$ cat src/bss_pkg.sv
`default_nettype none
package bss_pkg;

  // ----------------------------------------
  // widths
  // ----------------------------------------
  localparam int unsigned ADDR_W      = 32;   // host memory address width
  localparam int unsigned CFG_AW      = 8;    // configuration offset width
  localparam int unsigned DATA_W      = 8;    // attribute register width
  localparam int unsigned FIELD_W     = 2;    // one slice attribute field
  localparam int unsigned SLICE_IDX_W = 3;    // index over six slices

  // ----------------------------------------
  // register map
  // ----------------------------------------
  localparam logic [CFG_AW-1:0] OFF_ATTR_D8000 = 8'h94;  // shadow_attr_d8000_dffff
  localparam logic [CFG_AW-1:0] OFF_ATTR_E0000 = 8'h95;  // shadow_attr_e0000_e7fff
  localparam logic [CFG_AW-1:0] OFF_ATTR_E8000 = 8'h96;  // shadow_attr_e8000_effff
  localparam logic [DATA_W-1:0] ATTR_RESET     = 8'h00;  // all slices to the link
  localparam logic [DATA_W-1:0] ATTR_WMASK     = 8'h33;  // only the two fields store
  localparam logic [DATA_W-1:0] RDATA_NONE     = 8'h00;  // unmapped offsets read zero
  localparam int unsigned       HI_LSB         = 4;      // upper_slice_attr position
  localparam int unsigned       LO_LSB         = 0;      // lower_slice_attr position

  // ----------------------------------------
  // shadow window geometry
  // ----------------------------------------
  localparam logic [ADDR_W-1:0] SHADOW_BASE = 32'h000d8000;  // first covered byte
  localparam logic [ADDR_W-1:0] SHADOW_LAST = 32'h000effff;  // last covered byte
  localparam int unsigned       SLICE_SHIFT = 14;            // 16 KB slices

  // slice attribute codes
  typedef enum logic [FIELD_W-1:0] {
    BSS_ATTR_LINK    = 2'b00,
    BSS_ATTR_RD_DRAM = 2'b01,
    BSS_ATTR_WR_DRAM = 2'b10,
    BSS_ATTR_DRAM    = 2'b11
  } bss_attr_t;

  // address falls inside the covered window
  function automatic logic bss_in_shadow(input logic [ADDR_W-1:0] addr);
    return (addr >= SHADOW_BASE) && (addr <= SHADOW_LAST);
  endfunction

  // slice number 0..5 counted upward from the base
  function automatic logic [SLICE_IDX_W-1:0] bss_slice_idx(input logic [ADDR_W-1:0] addr);
    logic [ADDR_W-1:0] off;
    off = addr - SHADOW_BASE;
    return off[SLICE_SHIFT +: SLICE_IDX_W];
  endfunction

  // pick the upper or lower field out of a register
  function automatic bss_attr_t bss_field(input logic [DATA_W-1:0] r, input logic hi);
    return hi ? bss_attr_t'(r[HI_LSB +: FIELD_W]) : bss_attr_t'(r[LO_LSB +: FIELD_W]);
  endfunction

endpackage
`default_nettype wire

$ cat src/bss_attr_decode.sv
`timescale 1ns/1ps
`default_nettype none
module bss_attr_decode (
  input  wire logic            in_shadow,  // cycle hits a covered slice
  input  wire logic            is_write,   // cycle is a write
  input  wire bss_pkg::bss_attr_t attr,    // field of the matched slice
  output logic                 to_dram,    // steer to dram controller
  output logic                 to_link     // steer down io_hub_link
);
  import bss_pkg::*;

  // ----------------------------------------
  // per-direction steering
  // ----------------------------------------
  // outside the window nothing here applies: such cycles are plain memory
  logic dram_hit;  // attribute grants dram for this direction

  always_comb begin
    dram_hit = 1'b0;
    unique case (attr)
      BSS_ATTR_LINK:    dram_hit = 1'b0;
      BSS_ATTR_RD_DRAM: dram_hit = !is_write;
      BSS_ATTR_WR_DRAM: dram_hit = is_write;
      BSS_ATTR_DRAM:    dram_hit = 1'b1;
    endcase
    to_dram = !in_shadow || dram_hit;
    to_link = in_shadow && !dram_hit;
  end

endmodule
`default_nettype wire

$ cat src/bss_bios_shadow_steering.sv
`timescale 1ns/1ps
`default_nettype none
module bss_bios_shadow_steering (
  input  wire logic                         ref_clk,        // 250 MHz core clock
  input  wire logic                         sys_rst,        // synchronous, active high
  // configuration-space access
  input  wire logic                         cfg_wr,         // write strobe, one cycle
  input  wire logic                         cfg_rd,         // read strobe, one cycle
  input  wire logic [bss_pkg::CFG_AW-1:0]   cfg_addr,       // configuration offset
  input  wire logic [bss_pkg::DATA_W-1:0]   cfg_wdata,      // write data
  output logic [bss_pkg::DATA_W-1:0]        cfg_rdata,      // read data, registered
  output logic                              cfg_rd_valid,   // read data valid pulse
  // host memory cycles
  input  wire logic                         mem_valid,      // a cycle is offered
  input  wire logic [bss_pkg::ADDR_W-1:0]   mem_addr,       // cycle address
  input  wire logic                         mem_write,      // 1 write, 0 read
  // steered cycles
  output logic                              fwd_valid,      // steered cycle pulse
  output logic [bss_pkg::ADDR_W-1:0]        fwd_addr,       // address passed on
  output logic                              fwd_write,      // direction passed on
  output logic                              fwd_to_dram,    // goes to dram controller
  output logic                              fwd_to_link,    // goes down io_hub_link
  output logic                              fwd_in_shadow   // hit a covered slice
);
  import bss_pkg::*;

  // ----------------------------------------
  // overview
  // ----------------------------------------
  // three attribute bytes each hold two 2-bit fields, one per 16 KB slice;
  // a host cycle is matched to its slice, the field picks dram or link
  // separately for reads and writes, and the result leaves one edge later
  // limitation: cycles outside d8000-effff are passed on as plain memory,
  // the neighbouring map logic decides their real fate

  // ----------------------------------------
  // attribute registers
  // ----------------------------------------
  logic [DATA_W-1:0] attr_d8000_r;    // shadow_attr_d8000_dffff
  logic [DATA_W-1:0] attr_d8000_nxt;
  logic [DATA_W-1:0] attr_e0000_r;    // shadow_attr_e0000_e7fff
  logic [DATA_W-1:0] attr_e0000_nxt;
  logic [DATA_W-1:0] attr_e8000_r;    // shadow_attr_e8000_effff
  logic [DATA_W-1:0] attr_e8000_nxt;

  // masking on write keeps reserved bits at zero, so reads need no second mask
  // writes to offsets other than the three registers are dropped silently
  always_comb begin
    attr_d8000_nxt = attr_d8000_r;
    attr_e0000_nxt = attr_e0000_r;
    attr_e8000_nxt = attr_e8000_r;
    if (cfg_wr) begin
      unique case (cfg_addr)
        OFF_ATTR_D8000: attr_d8000_nxt = cfg_wdata & ATTR_WMASK;
        OFF_ATTR_E0000: attr_e0000_nxt = cfg_wdata & ATTR_WMASK;
        OFF_ATTR_E8000: attr_e8000_nxt = cfg_wdata & ATTR_WMASK;
        default: begin
          // other offsets belong to neighbouring blocks
        end
      endcase
    end
  end

  // register the attribute state
  // synchronous reset puts every slice back on the link
  always_ff @(posedge ref_clk) begin
    if (sys_rst) begin
      attr_d8000_r <= ATTR_RESET;
      attr_e0000_r <= ATTR_RESET;
      attr_e8000_r <= ATTR_RESET;
    end else begin
      attr_d8000_r <= attr_d8000_nxt;
      attr_e0000_r <= attr_e0000_nxt;
      attr_e8000_r <= attr_e8000_nxt;
    end
  end

  // ----------------------------------------
  // configuration read answer
  // ----------------------------------------
  // the answer is registered so read data never ride a combinational path
  // out of the block; the data hold until the next read
  logic [DATA_W-1:0] rdata_r;     // held read data
  logic [DATA_W-1:0] rdata_nxt;
  logic              rvalid_r;    // one-cycle answer strobe
  logic              rvalid_nxt;

  // a read taken in the same cycle as a write returns the old contents
  always_comb begin
    rdata_nxt  = rdata_r;
    rvalid_nxt = cfg_rd;
    if (cfg_rd) begin
      unique case (cfg_addr)
        OFF_ATTR_D8000: rdata_nxt = attr_d8000_r;
        OFF_ATTR_E0000: rdata_nxt = attr_e0000_r;
        OFF_ATTR_E8000: rdata_nxt = attr_e8000_r;
        default:        rdata_nxt = RDATA_NONE;    // unmapped reads zero
      endcase
    end
  end

  // register the read answer
  // the strobe is cleared by reset so no answer appears out of reset
  always_ff @(posedge ref_clk) begin
    if (sys_rst) begin
      rdata_r  <= RDATA_NONE;
      rvalid_r <= 1'b0;
    end else begin
      rdata_r  <= rdata_nxt;
      rvalid_r <= rvalid_nxt;
    end
  end

  assign cfg_rdata    = rdata_r;
  assign cfg_rd_valid = rvalid_r;

  // ----------------------------------------
  // slice match
  // ----------------------------------------
  logic                   in_shadow;  // address lies in d8000-effff
  logic [SLICE_IDX_W-1:0] slice_idx;  // 0..5, one per 16 KB
  bss_attr_t              slice_attr; // field that governs this cycle

  // slice pairs share a register; the low index bit picks the upper field
  // the index comes from the offset into the window, so one subtractor serves;
  // indices 6 and 7 appear for addresses beyond the window and are caught by
  // the range test, never by the field pick
  always_comb begin
    in_shadow  = bss_in_shadow(mem_addr);
    slice_idx  = bss_slice_idx(mem_addr);
    slice_attr = BSS_ATTR_LINK;
    unique case (slice_idx)
      3'h0: slice_attr = bss_field(attr_d8000_r, 1'b0);
      3'h1: slice_attr = bss_field(attr_d8000_r, 1'b1);
      3'h2: slice_attr = bss_field(attr_e0000_r, 1'b0);
      3'h3: slice_attr = bss_field(attr_e0000_r, 1'b1);
      3'h4: slice_attr = bss_field(attr_e8000_r, 1'b0);
      3'h5: slice_attr = bss_field(attr_e8000_r, 1'b1);
      default: begin
        // indices 6 and 7 only occur outside the window
        slice_attr = BSS_ATTR_LINK;
      end
    endcase
  end

  // ----------------------------------------
  // steering decision
  // ----------------------------------------
  // the decode lives in its own module so the four codes sit in one place
  logic to_dram;  // decision for this cycle
  logic to_link;

  bss_attr_decode u_decode (
    .in_shadow (in_shadow),
    .is_write  (mem_write),
    .attr      (slice_attr),
    .to_dram   (to_dram),
    .to_link   (to_link)
  );

  // ----------------------------------------
  // steered cycle output stage
  // ----------------------------------------
  // one register stage: the decision uses the attributes in force on the
  // cycle's own clock edge, so a write to a register steers from the next
  // cycle on; trading a cycle of latency for clean registered outputs
  logic              fv_r;    // steered cycle valid
  logic              fv_nxt;
  logic [ADDR_W-1:0] fa_r;    // passed address
  logic [ADDR_W-1:0] fa_nxt;
  logic              fw_r;    // passed direction
  logic              fw_nxt;
  logic              fd_r;    // dram select
  logic              fd_nxt;
  logic              fl_r;    // link select
  logic              fl_nxt;
  logic              fs_r;    // shadow hit
  logic              fs_nxt;

  // valid and the three steering flags drop to zero between cycles so a
  // downstream consumer never sees a stale target
  // capture on an offered cycle, otherwise hold data and drop valid
  always_comb begin
    fv_nxt = mem_valid;
    fa_nxt = fa_r;
    fw_nxt = fw_r;
    fd_nxt = 1'b0;
    fl_nxt = 1'b0;
    fs_nxt = 1'b0;
    if (mem_valid) begin
      fa_nxt = mem_addr;
      fw_nxt = mem_write;
      fd_nxt = to_dram;
      fl_nxt = to_link;
      fs_nxt = in_shadow;
    end
  end

  // register the steered cycle
  always_ff @(posedge ref_clk) begin
    if (sys_rst) begin
      fv_r <= 1'b0;
      fa_r <= '0;
      fw_r <= 1'b0;
      fd_r <= 1'b0;
      fl_r <= 1'b0;
      fs_r <= 1'b0;
    end else begin
      fv_r <= fv_nxt;
      fa_r <= fa_nxt;
      fw_r <= fw_nxt;
      fd_r <= fd_nxt;
      fl_r <= fl_nxt;
      fs_r <= fs_nxt;
    end
  end

  assign fwd_valid     = fv_r;
  assign fwd_addr      = fa_r;
  assign fwd_write     = fw_r;
  assign fwd_to_dram   = fd_r;
  assign fwd_to_link   = fl_r;
  assign fwd_in_shadow = fs_r;

endmodule
`default_nettype wire

$ cat config.mk
export PLATFORM = sky130hd
export DESIGN_NAME = bss_bios_shadow_steering
export DESIGN_NICKNAME = d
export VERILOG_FILES = /design/src/bss_pkg.sv /design/src/bss_attr_decode.sv /design/src/bss_bios_shadow_steering.sv
export SDC_FILE = /design/constraint.sdc
export NUM_CORES = 1
export LEC_CHECK = 0
export BUFFER_PORTS_ARGS = -buffer_cell sky130_fd_sc_hd__buf_2
export CORE_MARGIN = 3
export CORE_UTILIZATION = 50
export DETAILED_ROUTE_END_ITERATION = 8
export PLACE_DENSITY = 0.83
export SYNTH_ARGS = -nofsm -noshare
export SYNTH_HDL_FRONTEND = slang
export SYNTH_HIERARCHICAL = 1
export SYNTH_SLANG_ARGS = --single-unit
$ cat constraint.sdc
create_clock -name ref_clk -period 3.5 [get_ports ref_clk]
set_input_delay 0.35 -clock ref_clk [delete_from_list [all_inputs] [get_ports ref_clk]]
set_output_delay 0.35 -clock ref_clk [all_outputs]
set_load 0.03 [all_outputs]
# Yosys cells after proc, flatten, opt, wreduce, memory -nomap -nowiden
# Index checks and enable logic that the tools add are counted.
# word_totals
reg_bits	58
input_bits	54
wordCells	41
output_inout_bits	46
# classes
reduce_logical	12
addsub	1
eq_ne	11
bitwise_logic	1
magnitude_cmp	2
muxes	3
# op_table
cell	count
32-bit by 20-bit >= comparator with 1-bit output, second input constant	1
32-bit by 20-bit less-or-equal comparator with 1-bit output, second input constant	1
8-bit == test, second input constant	3
6-bit case mux with 3 select lines	1
17-bit subtractor, second input constant	1
2-bit case mux with 6 select lines	1
3-bit by 2-bit == test with 1-bit output, second input constant	2
3-bit == test, second input constant	2
2-bit AND reduction	3
2-bit == test, second input constant	2
1-bit case mux with 4 select lines	1
3-bit by 1-bit == test with 1-bit output, second input constant	1
1-bit logical NOT	3
3-bit logical NOT	1
2-bit by 1-bit == test with 1-bit output, second input constant	1
1-bit logical AND	2
2-bit logical NOT	1
2-bit OR reduction	1
1-bit logical OR	1
1-bit NOT	1

# Longest topological paths before layout
# depth
word_depth	7
mapped_depth	8
mapped_depth_nobuf	8

# Cells and area by module
# Netlist, hierarchy kept.
# by_module_without_submodules
module	area_each_um2	instances	cells_per_inst	seq_area_each_um2
bss_bios_shadow_steering	2299.7	1	223	1081.0
bss_attr_decode	20.0	1	3	0.0

# Worst setup path after synthesis
# No wires, ideal clock.
# synth_path
path_kind	input to register
start	in mem_addr[15] (netlist bit)
end	reg fl_r (netlist: fwd_to_link)
cell_stages	8
arrival_time_ns	1.534
setup_time_ns	0.115
required_time_ns	3.385
n_path_buf	0
slack_ns	1.851
path_cell_list	inv_1 ha_1 nand3b_1 a21o_1 a31oi_1 mux2i_1 and2_1 and2_1
# synth_via
elab_chain_len	7
word_cells_on_any_way	18
classes_between	add/sub (1); order compare (2); eq/ne (8); mux (2); reduce/logical (5)
# synth_rtl
element	line_no	rtl
start: declaration	bss_bios_shadow_steering.sv:15	input wire logic [bss_pkg::ADDR_W-1:0] mem_addr,
17-bit subtractor (*)	bss_pkg.sv:48	off = addr - SHADOW_BASE;
3-bit == test (tied with other cells)	bss_bios_shadow_steering.sv:132	unique case (slice_idx)
2-bit case mux with 6 select lines (*)	bss_bios_shadow_steering.sv:132	
named net slice_attr[0]	bss_bios_shadow_steering.sv:122	bss_attr_t slice_attr;
2-bit == test (tied with other cells)	bss_attr_decode.sv:20	unique case (attr)
1-bit case mux with 4 select lines (*)	bss_attr_decode.sv:20	
1-bit logical NOT (*)	bss_attr_decode.sv:27	to_link = in_shadow && !dram_hit;
1-bit logical AND (*)	bss_attr_decode.sv:27	
named net to_link	bss_bios_shadow_steering.sv:151	logic to_link;
end signal: assignment	bss_bios_shadow_steering.sv:213	fl_r <= fl_nxt;
end: declaration	bss_bios_shadow_steering.sv:175	logic fl_r;
# Mark *: on every way through the listed nets, which the timed path passes. The rest lies on a longest branch.
# A chain may end at the register's enable or synchronous reset.

# Final worst setup path
# layout_path
start	in cfg_addr[6] (netlist bit)
end	reg attr_e8000_r[5]
# layout_via
elab_chain_len	2
# layout_rtl
element	line_no	rtl
start: declaration	bss_bios_shadow_steering.sv:9	input wire logic [bss_pkg::CFG_AW-1:0] cfg_addr,
8-bit == test	bss_bios_shadow_steering.sv:53	unique case (cfg_addr)
2-bit AND reduction (no line)	--	
end signal: assignment	bss_bios_shadow_steering.sv:74	attr_e8000_r <= attr_e8000_nxt;
end: declaration	bss_bios_shadow_steering.sv:43	logic [DATA_W-1:0] attr_e8000_r;
# Every way passes these cells.

==> metrics.csv <==
metric;value;unit
status;completed;
Final ANT Viol Nets;0;
Post-synth top cells;dfxtp_1 (54), mux2i_1 (46), nor2_1 (34);
PortBufs;91;
CTS tree;done;
wire per inst;13.06;um
Mapped Cells;226;
Layout Nets;366;
Finished Layout Cells;364;
final worst-path cycle share;52.59;%
Final Util;64.46;%
setup TNS;0;ns
Die X;74.12;um
Synth top area share;46.60;%
dpl hpwl;3559;um
Max clock buf depth;2;
post-DR vias/cell;5.085;
Core Region;4414;um2
via count;1851;
Synth Area in XOR/XNOR;0;%
P_sw;0.3264;mW
initial antenna violation count;0;
Inserted Clock Buffers;5;
min cycle time layout;1.841;ns
main combinational cell family by area after synthesis;multiplexers;
Tightest Hold Check Type;in2reg;
top post-synthesis cells by area;dfxtp_1 (47%), mux2i_1 (20%), nor2_1 (5.5%);
Req. time, crit path;3.72;ns
postcts setup bufs;0;
LEAKAGE;1.461;nW
Gate power share;16.0;%
critical path class;in2reg;
Setup WS pre-CTS;1.358;ns
number of global-route vias before repair;1691;
Synth cell types;37;
compound-gate portion of the synthesized area;4.153;%
pwr/cell area;413.5;nW/um2
Cell Area, Synth;2320;um2
Final Hold Fails;0;
max-cap violation count;0;
Resized Gates After CTS;0;
DRT Wirelength;4755;um
row count;24;
layout cells sized above 1;34.29;%
1st-iter DRT viols;65;
syn_area_per_cell;10.26;um2
Sw Ratio;27.74;%
grt ovf;0;
Flop pwr share;55.2;%
relative max-transition margin;32.33;%
count leader, synth;dfxtp_1;
# IOs;100;
Worst-Margin Slew;1.001;ns
Slew Viols, Final;0;
Internal;0.8501;mW
first-pass GRT wire length;7369;um
clock sinks;54;
Main synth FF type;dfxtp_1;
Synth Area in Adders;0.5394;%
Tot GR Track Use;16.97;%
hold buffer count at CTS;0;
Die Span Y;74.12;um
highest net fanout along the worst path;7;
CP Capture Type;flip-flop;
simple-gate share of the synthesized area;20.33;%
VDD IR max;318.5;uV
H-tree depth;2;
Synth area leader;dfxtp_1;
Post-synth EDFFs;0;
Die ar.;5493;um2
Reg clk slew, reported paths;0.10;ns
diode count;0;
DR DRC count;0;
largest net degree at the start of global routing;56;
fin worst setup slack;1.659;ns
fmax;543.3;MHz
Initial Util;52.55;%
GP Congestion;0.8051;
Clock Latency Late Sink;0.30;ns
Final setup viols;0;
mux contribution to synthesized area;23.73;%
Synth Register Bits;54;
CTS Root Cell;clkbuf_8;
synth warn;6;
placed cell count;356;
synthesis-to-finish area growth;22.65;%
sequential share of the synthesized area;46.60;%
type of element launching the critical path;input port;
post-synthesis async set-or-reset flop share;0;%
fillers;373;
unrepaired setup endpoints after global routing;false;
clock share of power;28.8;%
Pre-antenna DRT Iters;4;
WP data arrival;2.06;ns
final clock skew;0.007520;ns
Hold WS;0.2828;ns
-- stage by stage --
step           power [mW]  area [um2]
2_1_floorplan      0.7915        2331
3_3_place_gp       0.8492        2755
4_1_cts             1.191        2845
3_5_place_dp       0.8530        2755
6_report            1.176        2845
5_1_grt             1.229        2845
-- state kept, by name, summed over array words and instances (netlist names) --
register       flops
fwd_addr          32
attr_d8000_r       4
attr_e0000_r       4
attr_e8000_r       4
cfg_rdata          4
cfg_rd_valid       1
fwd_in_shadow      1
fwd_to_dram        1
fwd_to_link        1
fwd_valid          1
fwd_write          1
-- power groups by stage --
stage	Sequential (mW)	Clock [mW]	Combinational, mW
floorplan	0.712	0	0.0796
global placement	0.662	0	0.187
detailed placement	0.663	0	0.190
CTS	0.649	0.352	0.190
global route	0.652	0.372	0.205
finish	0.649	0.339	0.188
-- path summary, 6_finish.rpt --
check,from,endpoint,slack (ns),cells after the start
max,cfg_addr[6],attr_e8000_r[5]$_SDFFE_PP0P_,1.66,4
min,mem_addr[0],fwd_addr[0]$_SDFFE_PP0P_,0.28,3
min reg2reg,fwd_addr[15]$_SDFFE_PP0P_,fwd_addr[15]$_SDFFE_PP0P_,0.49,2
max reg2reg,attr_e8000_r[1]$_SDFFE_PP0P_,fwd_to_dram$_SDFF_PP0_,2.08,6
-- kinds of logic (layout without fill, tap and decap cells) --
logic type	after synthesis	after routing
adders and majority gates	1	1
other	1	4
and+or+nand+nor	85	85
buffers and inverters	18	101
AOI/OAI and AO/OA	14	14
muxes	53	53
DFF	54	54
-- metal layers --
metal | GRT usage, % | wire [um] | vias up | share of wire, %
li1 | - | - | 948 | -
met1 | 20.79 | 2082 | 838 | 44
met2 | 30.12 | 2328 | 63 | 49
met3 | 4.189 | 322 | 2 | 6.8
met4 | 3.622 | 22 | 0 | 0.46
met5 | 0 | 0 | - | 0
-- worst max-delay path, cell delays in order --
cell      delay, ns
buf_2          0.09
nor4bb_1       0.85
nand4_1        0.49
mux2i_1        0.28
-- area by class of cell --
type / count / area (um2) / area share, %
repair buffers: 91 / 455.4 / 16.01
multi-input cells: 157 / 1146 / 40.28
flip-flops and latches: 54 / 1081 / 37.99
clock inverters: 3 / 21.27 / 0.7476
clock buffers: 5 / 68.82 / 2.419
inverters: 2 / 7.507 / 0.2639
well taps: 52 / 65.06 / 2.287
-- placed cells by master (no fill, tap or decap), types with 2 or more instances in the layout --
| cell type | n |
|---|---|
| conb_1 | 4 |
| buf_2 | 91 |
| nor2_1 | 34 |
| nand2b_1 | 17 |
| and3b_1 | 2 |
| mux2i_1 | 46 |
| and2_1 | 3 |
| a221oi_1 | 4 |
| dfxtp_1 | 54 |
| clkbuf_8 | 5 |
| nor3_1 | 4 |
| inv_1 | 2 |
| nand3b_1 | 3 |
| nand2_1 | 2 |
| mux2_1 | 2 |
| a21oi_1 | 2 |
| a31oi_1 | 5 |
| nand3_1 | 3 |
| nor2b_1 | 7 |
| nor4bb_1 | 2 |
| mux2_2 | 4 |
(Power assumes the default switching activity.)
